**config.mk**
```make
export PLATFORM = sky130hd
export DESIGN_NAME = asbs_seq
export DESIGN_NICKNAME = d
export VERILOG_FILES = /design/src/design/asbs_pkg.sv /design/src/design/asbs_align.sv /design/src/design/asbs_seq.sv
export SDC_FILE = /design/constraint.sdc
export NUM_CORES = 1
export LEC_CHECK = 0
export ABC_AREA = 0
export BUFFER_PORTS_ARGS = -buffer_cell sky130_fd_sc_hd__buf_4
export CORE_ASPECT_RATIO = 1.25
export CORE_UTILIZATION = 30
export CTS_BUF_LIST = sky130_fd_sc_hd__clkbuf_4 sky130_fd_sc_hd__clkbuf_8
export DETAILED_ROUTE_END_ITERATION = 8
export PLACE_DENSITY = 0.57
export SYNTH_ARGS = -nofsm -noshare
export SYNTH_HDL_FRONTEND = slang
export SYNTH_SLANG_ARGS = --single-unit
```
**constraint.sdc**
```tcl
create_clock -name core_clk -period 13.1 [get_ports core_clk]
set_input_delay 0.655 -clock core_clk [delete_from_list [all_inputs] [get_ports core_clk]]
set_output_delay 0.655 -clock core_clk [all_outputs]
set_load 0.03 [all_outputs]
```
**src/design/asbs_pkg.sv**
```systemverilog
// Shared constants and types for the bus read cycle sequencer
package asbs_pkg;

  typedef enum logic [3:0] {
    ASBS_IDLE = 4'h0,
    ASBS_S0   = 4'h1,
    ASBS_S1   = 4'h2,
    ASBS_S2   = 4'h3,
    ASBS_W1   = 4'h4,
    ASBS_W2   = 4'h5,
    ASBS_S3   = 4'h6,
    ASBS_S4   = 4'h7,
    ASBS_S5   = 4'h8
  } asbs_state_type;

  localparam int          BYTE_W      = 8;
  localparam int          LANES       = 4;
  localparam logic [1:0]  SIZE_LONG   = 2'h0;
  localparam logic [1:0]  SIZE_BYTE   = 2'h1;
  localparam logic [1:0]  SIZE_WORD   = 2'h2;
  localparam logic [1:0]  SIZE_THREE  = 2'h3;
  // Acknowledge pair {hi, lo}, active low
  localparam logic [1:0]  ACK_PORT32  = 2'h0;
  localparam logic [1:0]  ACK_PORT16  = 2'h1;
  localparam logic [1:0]  ACK_PORT8   = 2'h2;
  localparam logic [1:0]  ACK_NONE    = 2'h3;
  localparam logic [2:0]  CNT_LONG    = 3'h4;
  localparam logic [2:0]  CNT_HALF    = 3'h2;
  localparam logic [2:0]  CNT_ONE     = 3'h1;
  localparam logic [31:0] ADDR_RESET  = 32'h00000000;
  localparam logic [31:0] DATA_RESET  = 32'h00000000;
  localparam logic [2:0]  SPACE_RESET = 3'h0;
  localparam logic [1:0]  SIZE_RESET  = 2'h0;
  localparam logic [2:0]  MIN_CYCLE_HALVES = 3'h5;

endpackage

```
**src/design/asbs_align.sv**
```systemverilog
// Byte alignment of read data by size, low address bits and port width
`timescale 1ns/100ps
module asbs_align
  import asbs_pkg::*;
(
  input  wire logic [1:0]  size,
  input  wire logic [1:0]  low_addr,
  input  wire logic [1:0]  ack_code,
  input  wire logic [31:0] bus_data,
  output logic      [31:0] aligned,
  output logic      [2:0]  count
);

  function automatic logic [31:0] asbs_pick(input logic [31:0] d,
                                            input logic [1:0]  lane,
                                            input logic [2:0]  cnt);
    logic [31:0] r;
    logic [7:0]  b;
    r = DATA_RESET;
    for (int i = 0; i < LANES; i++) begin
      if (i < int'(cnt)) begin
        b = 8'(d >> (BYTE_W * (LANES - 1 - (int'(lane) + i))));
        r = r | (32'(b) << (BYTE_W * (int'(cnt) - 1 - i)));
      end
    end
    return r;
  endfunction

  logic [2:0] want;
  logic [2:0] avail;
  logic [1:0] lane;

  always_comb begin
    want  = (size == SIZE_LONG) ? CNT_LONG : {1'b0, size};
    avail = CNT_ONE;
    lane  = 2'h0;
    case (ack_code)
      ACK_PORT32: begin
        avail = CNT_LONG - {1'b0, low_addr};
        lane  = low_addr;
      end
      ACK_PORT16: begin
        avail = CNT_HALF - {2'h0, low_addr[0]};
        lane  = {1'b0, low_addr[0]};
      end
      default: begin
        avail = CNT_ONE;
        lane  = 2'h0;
      end
    endcase
    count   = (want < avail) ? want : avail;
    aligned = asbs_pick(bus_data, lane, count);
  end

endmodule

```
**src/design/asbs_seq.sv**
```systemverilog
// Read cycle sequencer driving the asynchronous external bus
`timescale 1ns/100ps
module asbs_seq
  import asbs_pkg::*;
(
  input  wire logic        core_clk,
  input  wire logic        rst,
  input  wire logic        rd_req,
  input  wire logic [31:0] rd_addr,
  input  wire logic [2:0]  rd_space,
  input  wire logic [1:0]  rd_size,
  input  wire logic        rd_first,
  output logic             rd_ready,
  output logic             rd_done,
  output logic [31:0]      rd_data,
  output logic [2:0]       rd_bytes,
  output logic             rd_error,
  output logic             rd_retry,
  output logic             bus_clk_out,
  output logic [31:0]      addr_out,
  output logic [2:0]       addr_space_code,
  output logic             xfer_size_hi,
  output logic             xfer_size_lo,
  output logic             read_not_write,
  output logic             addr_strobe_n,
  output logic             data_strobe_n,
  output logic             data_buffer_en_n,
  output logic             ext_cycle_start_n,
  output logic             operand_cycle_start_n,
  input  wire logic        xfer_ack_hi_n,
  input  wire logic        xfer_ack_lo_n,
  input  wire logic        bus_error_n,
  input  wire logic        halt_n,
  input  wire logic [31:0] data_in
);

  asbs_state_type state_reg;
  asbs_state_type state_next;
  logic        phase_reg;
  logic [35:0] sync1_reg;
  logic [35:0] sync2_reg;
  logic [1:0]  ack_s;
  logic        bus_error_n_s;
  logic        halt_s;
  logic [31:0] data_s;
  logic        term;
  logic        sample;
  logic [1:0]  ack_code_reg;
  logic        err_reg;
  logic        hlt_reg;
  logic        first_reg;
  logic [31:0] aligned;
  logic [2:0]  count;
  logic        as_next;
  logic        data_buffer_en_n_next;
  logic [31:0] addr_reg;
  logic [2:0]  space_reg;
  logic [1:0]  size_reg;
  logic        as_reg;
  logic        ds_reg;
  logic        data_buffer_en_n_reg;
  logic        ecs_reg;
  logic        ocs_reg;
  logic        done_reg;
  logic [31:0] data_reg;
  logic [2:0]  bytes_reg;
  logic        error_reg;
  logic        retry_reg;

  // Input de-skew: two flip-flops on every slave input
  always_ff @(posedge core_clk or posedge rst) begin
    if (rst) begin
      sync1_reg <= {4'hF, DATA_RESET};
      sync2_reg <= {4'hF, DATA_RESET};
    end else begin
      sync1_reg <= {xfer_ack_hi_n, xfer_ack_lo_n, bus_error_n, halt_n, data_in};
      sync2_reg <= sync1_reg;
    end
  end

  assign ack_s  = sync2_reg[35:34];
  assign bus_error_n_s = sync2_reg[33];
  assign halt_s = sync2_reg[32];
  assign data_s = sync2_reg[31:0];

  // Falling bus clock edges end S2 and each second wait half
  assign sample = (state_reg == ASBS_S2) || (state_reg == ASBS_W2);
  assign term   = (ack_s != ACK_NONE) || !bus_error_n_s;

  always_ff @(posedge core_clk or posedge rst) begin
    if (rst) begin
      phase_reg <= 1'b0;
    end else begin
      phase_reg <= !phase_reg;
    end
  end

  assign rd_ready = (state_reg == ASBS_IDLE) && !phase_reg;

  always_comb begin
    state_next = state_reg;
    case (state_reg)
      ASBS_IDLE: if (rd_req && rd_ready) state_next = ASBS_S0;
      ASBS_S0:   state_next = ASBS_S1;
      ASBS_S1:   state_next = ASBS_S2;
      ASBS_S2:   state_next = term ? ASBS_S3 : ASBS_W1;
      ASBS_W1:   state_next = ASBS_W2;
      ASBS_W2:   state_next = term ? ASBS_S3 : ASBS_W1;
      ASBS_S3:   state_next = ASBS_S4;
      ASBS_S4:   state_next = ASBS_S5;
      ASBS_S5:   state_next = ASBS_IDLE;
      default:   state_next = ASBS_IDLE;
    endcase
  end

  always_ff @(posedge core_clk or posedge rst) begin
    if (rst) begin
      state_reg <= ASBS_IDLE;
    end else begin
      state_reg <= state_next;
    end
  end

  // Recognition of the acknowledge pair and early bus error
  always_ff @(posedge core_clk or posedge rst) begin
    if (rst) begin
      ack_code_reg <= ACK_NONE;
      err_reg      <= 1'b0;
      hlt_reg      <= 1'b0;
    end else if (state_next == ASBS_S0) begin
      ack_code_reg <= ACK_NONE;
      err_reg      <= 1'b0;
      hlt_reg      <= 1'b0;
    end else if (sample && term) begin
      ack_code_reg <= ack_s;
      err_reg      <= !bus_error_n_s;
      hlt_reg      <= !bus_error_n_s && !halt_s;
    end
  end

  // Request latch: address, space, size held through S5 and after
  always_ff @(posedge core_clk or posedge rst) begin
    if (rst) begin
      addr_reg  <= ADDR_RESET;
      space_reg <= SPACE_RESET;
      size_reg  <= SIZE_RESET;
      first_reg <= 1'b0;
    end else if (state_next == ASBS_S0) begin
      addr_reg  <= rd_addr;
      space_reg <= rd_space;
      size_reg  <= rd_size;
      first_reg <= rd_first;
    end
  end

  assign as_next   = (state_next != ASBS_IDLE) && (state_next != ASBS_S0)
                     && (state_next != ASBS_S5);
  assign data_buffer_en_n_next = as_next && (state_next != ASBS_S1);

  // Bus control strobes registered from the next state
  always_ff @(posedge core_clk or posedge rst) begin
    if (rst) begin
      as_reg   <= 1'b1;
      ds_reg   <= 1'b1;
      data_buffer_en_n_reg <= 1'b1;
      ecs_reg  <= 1'b1;
      ocs_reg  <= 1'b1;
    end else begin
      as_reg   <= !as_next;
      ds_reg   <= !as_next;
      data_buffer_en_n_reg <= !data_buffer_en_n_next;
      ecs_reg  <= (state_next != ASBS_S0);
      ocs_reg  <= !((state_next == ASBS_S0) && rd_first);
    end
  end

  asbs_align u_align (
    .size     (size_reg),
    .low_addr (addr_reg[1:0]),
    .ack_code (ack_code_reg),
    .bus_data (data_s),
    .aligned  (aligned),
    .count    (count)
  );

  // Data capture on the falling edge ending S4
  always_ff @(posedge core_clk or posedge rst) begin
    if (rst) begin
      done_reg  <= 1'b0;
      data_reg  <= DATA_RESET;
      bytes_reg <= 3'h0;
      error_reg <= 1'b0;
      retry_reg <= 1'b0;
    end else begin
      done_reg <= (state_reg == ASBS_S4);
      if (state_reg == ASBS_S4) begin
        data_reg  <= aligned;
        bytes_reg <= (ack_code_reg == ACK_NONE) ? 3'h0 : count;
        error_reg <= err_reg || !bus_error_n_s;
        retry_reg <= hlt_reg || (!bus_error_n_s && !halt_s);
      end
    end
  end

  assign rd_done               = done_reg;
  assign rd_data               = data_reg;
  assign rd_bytes              = bytes_reg;
  assign rd_error              = error_reg;
  assign rd_retry              = retry_reg;
  assign bus_clk_out           = phase_reg;
  assign addr_out              = addr_reg;
  assign addr_space_code       = space_reg;
  assign xfer_size_hi          = size_reg[1];
  assign xfer_size_lo          = size_reg[0];
  assign read_not_write        = 1'b1;
  assign addr_strobe_n         = as_reg;
  assign data_strobe_n         = ds_reg;
  assign data_buffer_en_n      = data_buffer_en_n_reg;
  assign ext_cycle_start_n     = ecs_reg;
  assign operand_cycle_start_n = ocs_reg;

  // Checks
  logic [2:0] halves_reg;
  always_ff @(posedge core_clk or posedge rst) begin
    if (rst) begin
      halves_reg <= 3'h0;
    end else if (state_next == ASBS_S0) begin
      halves_reg <= 3'h0;
    end else if (halves_reg != 3'h7) begin
      halves_reg <= halves_reg + 3'h1;
    end
  end

  property p_min_cycle;
    @(posedge core_clk) disable iff (rst)
      (state_reg == ASBS_S5) |-> (halves_reg >= MIN_CYCLE_HALVES);
  endproperty
  a_min_cycle: assert property (p_min_cycle) else $error("cycle shorter than three clocks");

  property p_no_wait;
    @(posedge core_clk) disable iff (rst)
      (state_reg == ASBS_S2 && ack_s != ACK_NONE)
        |=> (state_reg == ASBS_S3) ##1 (state_reg == ASBS_S4) ##1 (state_reg == ASBS_S5);
  endproperty
  a_no_wait: assert property (p_no_wait) else $error("wait inserted despite acknowledge");

  property p_capture;
    @(posedge core_clk) disable iff (rst)
      (state_reg == ASBS_S4) |=> rd_done && (rd_data == $past(aligned));
  endproperty
  a_capture: assert property (p_capture) else $error("data not captured after S4");

  property p_s0;
    @(posedge core_clk) disable iff (rst)
      (state_reg == ASBS_S0) |-> !ext_cycle_start_n && (operand_cycle_start_n == !first_reg)
        && data_buffer_en_n && addr_strobe_n && bus_clk_out;
  endproperty
  a_s0: assert property (p_s0) else $error("state 0 outputs wrong");

  property p_s1;
    @(posedge core_clk) disable iff (rst)
      (state_reg == ASBS_S1) |-> !addr_strobe_n && !data_strobe_n && ext_cycle_start_n
        && operand_cycle_start_n && data_buffer_en_n;
  endproperty
  a_s1: assert property (p_s1) else $error("state 1 outputs wrong");

  property p_s2;
    @(posedge core_clk) disable iff (rst)
      (state_reg == ASBS_S2) |-> !data_buffer_en_n;
  endproperty
  a_s2: assert property (p_s2) else $error("buffer not enabled in S2");

  property p_wait;
    @(posedge core_clk) disable iff (rst)
      (sample && ack_s == ACK_NONE && bus_error_n_s) |=> state_reg == ASBS_W1 ##1 state_reg == ASBS_W2;
  endproperty
  a_wait: assert property (p_wait) else $error("wait state missing");

  property p_s5;
    @(posedge core_clk) disable iff (rst)
      (state_reg == ASBS_S5) |-> addr_strobe_n && data_strobe_n && data_buffer_en_n
        && $stable(addr_out) && $stable(addr_space_code) && read_not_write;
  endproperty
  a_s5: assert property (p_s5) else $error("state 5 outputs wrong");

  property p_bus_error_n;
    @(posedge core_clk) disable iff (rst)
      (state_reg == ASBS_S2 && !bus_error_n_s) |-> ##3 (rd_done && rd_error);
  endproperty
  a_bus_error_n: assert property (p_bus_error_n) else $error("bus error not reported");

  c_fast:  cover property (@(posedge core_clk) disable iff (rst)
    (state_reg == ASBS_S2 && ack_s != ACK_NONE) ##3 rd_done);
  c_wait:  cover property (@(posedge core_clk) disable iff (rst)
    (state_reg == ASBS_W2) ##1 (state_reg == ASBS_S3));
  c_error: cover property (@(posedge core_clk) disable iff (rst) rd_done && rd_error);
  c_retry: cover property (@(posedge core_clk) disable iff (rst) rd_done && rd_retry);

endmodule

```
* Word-level counts from Yosys, hierarchy flattened
Index checks and enable logic that the tools add are counted.
** Storage, ports and cells
- Bits in registers :: 160
- Bits in latches :: 0
- Bits in writable memories :: 0
- Memory bits (read-only) :: 0
- Bits of input ports :: 77
- Output and inout port bits :: 83
- Memories :: 0
** Cells by class
- Add/sub/neg operators :: 13
- Multipliers :: 0
- Div/mod/pow operators :: 0
- Order comparisons :: 5
- Eq/ne operators :: 14
- Shifts and indexed selects :: 8
- Muxes and demuxes :: 18
- Bitwise gates (word level) :: 3
- Reduce and logical (&&, ||, !) cells :: 24
** Operator list (count)
- two-way mux 32 bit :: 4
- left shift 8 x 32 -> 32 bit :: 4
- >> shifter 32 x 32 -> 8 bit :: 4
- OR 32 bit :: 3
- subtractor 3 x 29 -> 29 bit (first input constant) :: 3
- subtractor 29 x 3 -> 29 bit (second input constant) :: 2
- subtractor 29 x 2 -> 29 bit (second input constant) :: 1
- one-hot mux 4 bit (7 select lines) :: 1
- == test 4 x 3 -> 1 bit (second input constant) :: 4
- two-way mux 3 bit :: 3
- == test 4 x 1 -> 1 bit (second input constant) :: 2
- == test 4 x 2 -> 1 bit (second input constant) :: 2
- logical AND 1 bit :: 8
- adder 2 x 2 -> 3 bit (second input constant) :: 2
- zero test 1 bit :: 6
- < comparator 1 x 3 -> 1 bit (first input constant) :: 2
- < comparator 2 x 3 -> 1 bit (first input constant) :: 2
- two-way mux 2 bit :: 3
- one-hot mux 3 bit (2 select lines) :: 1
- zero test 2 bit :: 2
- zero test 4 bit :: 1
- logical OR 1 bit :: 4
- two-way mux 1 bit :: 4
- two-way mux 4 bit :: 1
- other kinds (16) :: 16

* Longest topological paths before layout
Gate-level depths: netlist (run 1).
- Word-level depth :: 13
- Mapped depth :: 27

* Hierarchy
From an unflattened synthesis (run 1), not the netlist that was laid out.
** Unflattened totals
- Cell total of the unflattened synthesis :: 569
- Area, all modules :: 7482.2 sq um
** By module, submodules not included
- asbs_seq :: times used 1, cells an instance 294, area an instance 5368.9 sq um, seq. area each 4021.4 sq um
- asbs_align :: times used 1, cells an instance 275, area an instance 2113.3 sq um, seq. area each 0.0 sq um

* Least setup slack after synthesis (run 1)
Ideal clock, no wire load.
- Path kind :: register to register
- Start :: register addr_reg[0] (netlist: addr_out[0])
- End :: register data_reg[12] (netlist: rd_data[12])
- Arrival :: 5.645 ns
- Slack :: 7.373 ns
- Stages on the path, launching flop included :: 27
- Period minus slack after synthesis :: 5.727 ns
- Cell sequence :: dfrtp_1 > buf_6 > buf_4 > clkinv_1 > ha_1 > nand2b_1 > a21oi_1 > inv_1 > ha_1 > o21ba_1 > or3b_4 > nand2_2 > buf_6 > inv_1 > clkbuf_1 > ha_1 > ha_1 > nor2b_1 > buf_1 > nand2_1 > ha_1 > or4bb_1 > nor4b_1 > nand3_1 > o21ai_0 > a21oi_1 > a31oi_1
** On the way
- Word-level cells in the longest chain between the ends :: 13
- Elaborated cells on any way between the ends :: 36
- Those cells by class :: 13 x add/sub; 5 x order compare; 8 x shift; 7 x mux; 3 x bitwise
** Ends and longest elaborated chain
- start, declared :: RTL line asbs_seq.sv:56 : logic [31:0] addr_reg;
- start signal, assigned :: RTL line asbs_seq.sv:149 : addr_reg <= rd_addr;
- subtractor 3 x 2 -> 3 bit or subtractor 2 x 1 -> 3 bit (tied branches) :: RTL line asbs_align.sv:39, asbs_align.sv:43
- one-hot mux 3 bit (2 select lines) :: RTL line asbs_align.sv:37 : case (ack_code)
- < comparator 3 bit :: RTL line asbs_align.sv:51 : count = (want < avail) ? want : avail;
- two-way mux 3 bit :: RTL line asbs_align.sv:51
- subtractor 3 x 1 -> 4 bit :: RTL line asbs_align.sv:23 : r = r | (32'(b) << (BYTE_W * (int'(cnt) - 1 - i)));
- subtractor 29 x 2 -> 29 bit or left shift 8 x 32 -> 32 bit (tied branches) :: RTL line asbs_align.sv:23
- left shift 8 x 32 -> 32 bit or two-way mux 32 bit (tied branches) :: RTL line asbs_align.sv:23, asbs_align.sv:21
- OR 32 bit :: RTL line asbs_align.sv:23
- two-way mux 32 bit :: RTL line asbs_align.sv:21 : if (i < int'(cnt)) begin
- OR 32 bit :: RTL line asbs_align.sv:23
- two-way mux 32 bit :: RTL line asbs_align.sv:21
- OR 32 bit :: RTL line asbs_align.sv:23
- two-way mux 32 bit * :: RTL line asbs_align.sv:21
- end signal, assigned :: RTL line asbs_seq.sv:197 : data_reg <= aligned;
- end, declared :: RTL line asbs_seq.sv:65 : logic [31:0] data_reg;
Every way passes the cells marked *; elsewhere a longest branch is shown, timed or not.
A chain may end at the register's enable or synchronous reset.

* Final worst setup path (run 1)
- Start :: register addr_reg[0] (netlist: addr_out[0])
- End :: register data_reg[11] (netlist: rd_data[11])
Same word-level chain as after synthesis.

==> metrics.cfg, run 1 <==
[min_path]
min-delay-start = data_in[10]
hold_end = sync1_reg[10]$_DFF_PP0_
hold_class = input pin to flop
hold_path_depth = 1

[clock_tree]
cts_setup_buffers = 0
h-tree-depth = 4
clk_latency_ns = 0.45
cts_buffer_depth = 2
cts_resized = 0
clk_pin_slew_worst_paths_ns = 0.10
clock_tree.root_cell = clkbuf_8
cts-hold-fix-buffers = 0
cts_num_sinks = 160
cts_buffers = 17
cts_tree = built

[sta]
clock.fmax_mhz = 149
fin_skew_ns = 0.0172
tns_ns = 0
rsz0062_at_grt = false
whs_ns = 0.303
period_minus_slack_ns = 6.71
fin_crit_sh_pct = 51.2
hold_viol = 0
setup_viol_count_final = 0
worst_slew_pin_slew_ns = 1.11
slew_viol_final = 0
relSlewSlack_pct = 25.5

[route]
vias = 5679
met3_length_um = 1270
wl_per_cell_um = 17.8
wl_met2_um = 9460
drt_pass1_iterations = 5
met1Wirelength_um = 8650
wirelength_um = 19800
detail-route-antenna-nets = 0
dr.max_layer_used = met4
viasPerCell = 5.10
drtIter0Drc = 380
drc = 0

[worst_setup_path]
crit_required_ns = 13.46
path_class = flop to flop
critPathArrivalTime_ns = 7.07
critPathTopFamily = simple AND/OR/NAND/NOR gates
reg2reg_from = addr_out[0]$_DFFE_PP0P_
cp_slowest_stage_delay_ns = 0.58
r2r_slack_ns = 6.39
crit_fanout = 19
crit_buf_inv = 3
reg2reg_to = rd_data[11]$_DFFE_PP0P_
slowest_stage = clkinv_1
worst_setup_path_start_kind = flop
crit_start = addr_out[0]$_DFFE_PP0P_
path_cells = clkinv_1 -> ha_1 -> nand2b_1 -> a21oi_1 -> inv_1 -> ha_1 -> o21ba_1 -> o31a_1 -> o21ai_0 -> nand2_2 -> clkinv_1 -> ha_1 -> ha_1 -> nor2b_1 -> nand2_1 -> ha_1 -> or4bb_1 -> nor4b_1 -> nand3_1 -> o21ai_0 -> a221oi_1 -> a21oi_1
worst-r2r-cell-count = 22
worst_path_most_repeated_cell = ha_1
cp-end-kind = flop

[final_layout]
nNetsFinal = 864
fin_area_um2 = 9340
n_antenna_cell = 0
utilization_pct = 38.2
drive_gt1_share_pct = 35.1
syn_to_final_growth_pct = 25.6
mostFrequentLayoutCells = buf_4, dfrtp_1, mux2_2, nor2_1, nand2_1
layout_commonest_cell = buf_4

[power]
power_density_nw_per_um2 = 292
leakagePower_nw = 3.99
ir_worst_vdd_mv = 0.146

[yosys]
synth_top_area_share_pct = 49.1
post-synth-top-area-cell = dfrtp_1
synth-adder-area-share_pct = 2.86
synthArstFlopShare_pct = 100
ys_dominant_reg_cell = dfrtp_1
synth_edf_count = 0
yosysSeqAreaShare_pct = 54.1
synth_xor_area_share_pct = 0.235
synthMuxAreaShare_pct = 11.7
synth_compound_area_share_pct = 12.6
synth_cells = 632
syn-cell-area_um2 = 7440
ys_ff_latch = 160
yosys.area_share.simple_pct = 14.6
yosysUniqueCellTypes = 61
synth_top_family_by_area = simple AND/OR/NAND/NOR gates
synth_area_leaders = dfrtp_1, mux2_2, dfstp_2
syn_nets = 726
yosysWarnings = 0
syn_avg_cell_area_um2 = 11.8

[placement]
port_buffers = 158
dpl.hpwl_um = 14400
gp_congestion = 0.921
placed_area_um2 = 8860

[global_route]
overflow = 0
grt_max_degree = 86
antenna_found_initial = 0
grt_pass1_wl_um = 31600
grt.total_usage_pct = 16.3
grt_pass1_vias = 5699

[floorplan]
core_um2 = 24400
dieArea_um2 = 25400
num_rows = 64
start_util_pct = 30.5
boundaryPins = 160
chipWidth_um = 143
die_h_um = 178

[run]
max-cap-violations = 0

[run_status]
status = completed

==> synth_stat cells, types with 3 or more instances <==
| cell type | n |
|---|---|
| buf_6 | 3 |
| nand4b_1 | 5 |
| clkinv_1 | 3 |
| nand3_1 | 23 |
| nor2b_1 | 17 |
| inv_1 | 14 |
| mux2i_1 | 15 |
| a221o_1 | 15 |
| nor2_1 | 40 |
| a31oi_1 | 13 |
| mux2_2 | 44 |
| nand2_1 | 39 |
| buf_1 | 5 |
| nand2b_1 | 4 |
| ha_1 | 17 |
| and2_1 | 5 |
| a221oi_1 | 8 |
| clkbuf_1 | 20 |
| nor4b_1 | 6 |
| o22a_1 | 6 |
| o22ai_1 | 5 |
| dfrtp_1 | 146 |
| mux4_2 | 10 |
| nand4_1 | 21 |
| nor3b_1 | 3 |
| o21ai_0 | 15 |
| buf_4 | 6 |
| and3_1 | 5 |
| o211ai_1 | 3 |
| nor4_1 | 12 |
| a32oi_1 | 7 |
| a21oi_1 | 14 |
| buf_2 | 10 |
| o32a_1 | 12 |
| nand2_2 | 3 |
| nor3_1 | 3 |
| dfstp_2 | 14 |
| a211oi_1 | 15 |
==> cell families (layout without fill, tap and decap cells) <==
group,Yosys count,count (layout)
mux,69,69
buf+inv,62,213
fa+ha+maj,17,17
flops,160,160
xor+xnor,2,2
compound gates,123,123
other cells,1,1
simple gates,198,198
==> how the worst max path moves through the flow <==
stage	end	slack, ns	cells after the start
6_report	rd_data[11]$_DFFE_PP0P_	6.39	22
4_1_cts	rd_data[11]$_DFFE_PP0P_	6.44	22
3_5_place_dp	rd_data[11]$_DFFE_PP0P_	6.48	22
5_1_grt	rd_data[11]$_DFFE_PP0P_	5.83	21
3_3_place_gp	rd_data[12]$_DFFE_PP0P_	6.71	22
2_1_floorplan	rd_data[12]$_DFFE_PP0P_	7.37	26
==> through the flow <==
step / cells / worst slack, ns / power [mW]
3_5_place_dp: 1081 / 6.48 / 2.30
6_report: 1113 / 6.39 / 2.73
3_3_place_gp: 1081 / 6.71 / 2.28
4_1_cts: 1113 / 6.44 / 2.74
2_1_floorplan: 632 / 7.37 / 1.83
5_1_grt: 1113 / 5.83 / 2.91
==> worst reg2reg max path, cell delays in order, from the launching register on <==
cell,delay (ns)
dfrtp_1,0.36
clkinv_1,0.24
ha_1,0.38
nand2b_1,0.05
a21oi_1,0.23
inv_1,0.16
ha_1,0.31
o21ba_1,0.20
o31a_1,0.22
o21ai_0,0.15
nand2_2,0.34
clkinv_1,0.59
ha_1,0.41
ha_1,0.37
nor2b_1,0.56
nand2_1,0.13
ha_1,0.31
or4bb_1,0.49
nor4b_1,0.31
nand3_1,0.31
o21ai_0,0.25
a221oi_1,0.07
a21oi_1,0.18
==> layer usage <==
metal | vias up | track usage, %
met5 | - | 0
met4 | 0 | 6.94
met3 | 34 | 3.49
met2 | 257 | 25.2
met1 | 2750 | 21.9
li1 | 2638 | -
==> area by class of cell <==
type                            instances  area (um2)
Inverter                               18        72.6
Timing Repair Buffer                  163        1220
Clock inverter                         15         248
Multi-Input combinational cell        410        3130
Tap cell                              330         413
Fill cell                            2401       15100
Clock buffer                           17         234
Sequential cell                       160        4020
==> power by group <==
group / total [mW] / internal, mW / switching [mW]
clock network: 0.434 / 0.233 / 0.201
registers: 0.752 / 0.645 / 0.107
logic: 1.55 / 0.543 / 1.00
(Power assumes the default switching activity.)
==> run 2, diff against run 1 <==
==> constraint.sdc (replaced) <==
create_clock -name core_clk -period 6.49 [get_ports core_clk]
set_input_delay 0.3245 -clock core_clk [delete_from_list [all_inputs] [get_ports core_clk]]
set_output_delay 0.3245 -clock core_clk [all_outputs]
set_load 0.03 [all_outputs]
==> run 2 against run 1 <==
Compared with the run above:
- die area unchanged
- clock power increased by 68%
- non-clock buffer count increased by 43
- register-to-register slack got worse by 5.7 ns
- critical endpoint is now rd_data[10]$_DFFE_PP0P_
- fmax increased by 15%
- largest power group unchanged
==> metrics.cfg, run 2 (same netlist as run 1, synthesis figures left out) <==
[run_status]
status = completed

[worst_setup_path]
path_class = flop to flop
crit_fanout = 13  ; -6
worst-r2r-cell-count = 21  ; -4.5%
cp-end-kind = flop
reg2reg_to = rd_data[10]$_DFFE_PP0P_
worst_setup_path_start_kind = flop
crit_path_end = rd_data[10]$_DFFE_PP0P_
crit_required_ns = 6.85  ; -6.61 ns
reg2reg_from = addr_out[0]$_DFFE_PP0P_
critPathArrivalTime_ns = 6.17  ; -0.90 ns
crit_start = addr_out[0]$_DFFE_PP0P_
r2r_slack_ns = 0.68  ; -5.72 ns

[clock_tree]
clk_latency_ns = 0.45  ; about the same
cts_buffers = 17  ; unchanged
clk_pin_slew_worst_paths_ns = 0.10  ; about the same
clock_tree.root_cell = clkbuf_8
cts_tree = built
cts_buffer_depth = 2  ; unchanged
h-tree-depth = 4  ; unchanged
cts_num_sinks = 160  ; unchanged

[power]
ir_worst_vdd_mv = 0.225  ; +55%
pwr-share-clk_pct = 13.5  ; -2.4 points
intPower_mw = 2.80  ; +97%
p_sw_mw = 2.62  ; +100%
pwr-share-comb_pct = 58.6  ; +2.0 points
power_density_nw_per_um2 = 561  ; +92%
leakagePower_nw = 4.13  ; +3.5%
power_frac_seq_pct = 27.9  ; +0.4 points
swShare_pct = 48.3  ; +0.39 points

[floorplan]
boundaryPins = 160  ; unchanged
num_rows = 64  ; unchanged
core_um2 = 24400  ; unchanged
die_h_um = 178  ; unchanged
start_util_pct = 30.5  ; unchanged
dieArea_um2 = 25400  ; unchanged
chipWidth_um = 143  ; unchanged

[final_layout]
fill_cells = 2438  ; +1.5%
syn_to_final_growth_pct = 30.0
drive_gt1_share_pct = 33.9  ; -1.2 points
n_antenna_cell = 0  ; unchanged
layout_commonest_cell = buf_4
utilization_pct = 39.6  ; +1.3 points
mostFrequentLayoutCells = buf_4, dfrtp_1, mux2_2, nor2_1
nNetsFinal = 907  ; +5.0%

[sta]
relSlewSlack_pct = 31.6  ; +6.0 points
tns_ns = 0  ; unchanged
period_minus_slack_ns = 5.81  ; -0.893 ns
fin_crit_sh_pct = 89.6  ; +38 points
rsz0062_at_grt = false
clock.fmax_mhz = 172  ; +15%
slew_viol_final = 0  ; unchanged
setup_viol_count_final = 0  ; unchanged
worst_slew_pin_slew_ns = 1.03  ; -0.0821 ns
whs_ns = 0.0361  ; -0.266 ns
fin_skew_ns = 0.0191  ; +0.00184 ns
hold_viol = 0  ; unchanged

[global_route]
grt_max_degree = 92  ; +7.0%
grt_pass1_vias = 5647  ; -0.91%
overflow = 0  ; unchanged
antenna_found_initial = 0  ; unchanged
grt_pass1_wl_um = 30900  ; -2.1%
grt.total_usage_pct = 15.9  ; -0.35 points

[route]
vias = 5825  ; +2.6%
viasPerCell = 5.04  ; -1.2%
drc = 0  ; unchanged
detail-route-antenna-nets = 0  ; unchanged
drtIter0Drc = 482  ; +27%
wirelength_um = 19800  ; -0.17%
drt_pass1_iterations = 5  ; unchanged
wl_per_cell_um = 17.1  ; -3.9%

[run]
max-cap-violations = 0  ; unchanged

[placement]
dpl.hpwl_um = 14300  ; -0.25%
gp_congestion = 0.900  ; -2.2%
port_buffers = 158  ; unchanged

[min_path]
hold_class = input pin to asynchronous set/reset pin

[run 2: area by class of cell]
cell class | count | area (um2) | share of cell area (%)
Clock buffer | 19 | 262 | 2.70
Clock inverter | 13 | 129 | 1.33
Inverter | 18 | 72.6 | 0.751
Multi-Input combinational cell | 410 | 3130 | 32.4
Sequential cell | 160 | 4020 | 41.6
Tap cell | 330 | 413 | 4.27
Timing Repair Buffer | 206 | 1640 | 17.0
[run 2: routing by layer]
metal / track usage (%) / vias to the layer above / part of all wire (%) / wire length [um]
li1: - / 2720 / - / -
met2: 24.9 / 236 / 49 / 9600
met1: 21.5 / 2844 / 44 / 8660
met3: 3.89 / 25 / 6.3 / 1250
met4: 5.20 / 0 / 1.3 / 250
met5: 0 / - / 0 / 0
[run 2: per-stage QoR]
step / instance area [um2] / power, mW / setup WS (ns) / instances
6_report: 9670 / 5.42 / 0.677 / 1156
4_1_cts: 9670 / 5.44 / 0.705 / 1156
5_1_grt: 9670 / 5.80 / 0.0882 / 1156
3_5_place_dp: 8900 / 4.67 / 0.798 / 1086
3_3_place_gp: 8900 / 4.63 / 0.989 / 1086
2_1_floorplan: 7440 / 3.69 / 0.763 / 632
[run 2: critical path: stages (launching register included)]
cell      delay [ns]
dfrtp_1         0.36
clkinv_1        0.24
ha_1            0.39
nand2b_1        0.05
a21oi_1         0.23
inv_1           0.17
ha_1            0.25
o31ai_1         0.44
nand2_1         0.16
nand2_2         0.11
clkinv_1        0.24
ha_1            0.65
inv_1           0.22
ha_1            0.28
inv_1           0.07
ha_1            0.23
or4bb_1         0.48
nor4b_1         0.31
nand3_1         0.34
o21ai_0         0.25
a221oi_1        0.07
a21oi_1         0.17
[run 2: how the worst min path moves through the flow]
stage,slack (ns),endpoint,cells after the start,start
2_1_floorplan,0.33,sync1_reg[32]$_DFF_PP1_,0,halt_n
3_3_place_gp,0.33,sync2_reg[12]$_DFF_PP0_,0,sync1_reg[12]$_DFF_PP0_
3_5_place_dp,0.33,sync2_reg[17]$_DFF_PP0_,0,sync1_reg[17]$_DFF_PP0_
4_1_cts,0.05,addr_out[19]$_DFFE_PP0P_,2,rd_addr[19]
5_1_grt,0.05,addr_out[8]$_DFFE_PP0P_,2,rd_addr[8]
6_report,0.04,addr_space_code[2]$_DFFE_PP0P_,2,rst
[run 2: repair_timing]
item | in CTS | in global routing
buffers inserted | 0 | 0
hold buffers | 38 | 0
endpoints found under the hold margin | 37 | 0
gates resized for setup | 0 | 0
[run 2: power groups by stage]
stage	Combinational (mW)	Sequential [mW]	Clock, mW
finish	3.18	1.51	0.731
global route	3.44	1.56	0.799
CTS	3.16	1.52	0.760
detailed placement	3.14	1.54	0
global placement	3.09	1.54	0
floorplan	1.74	1.95	0
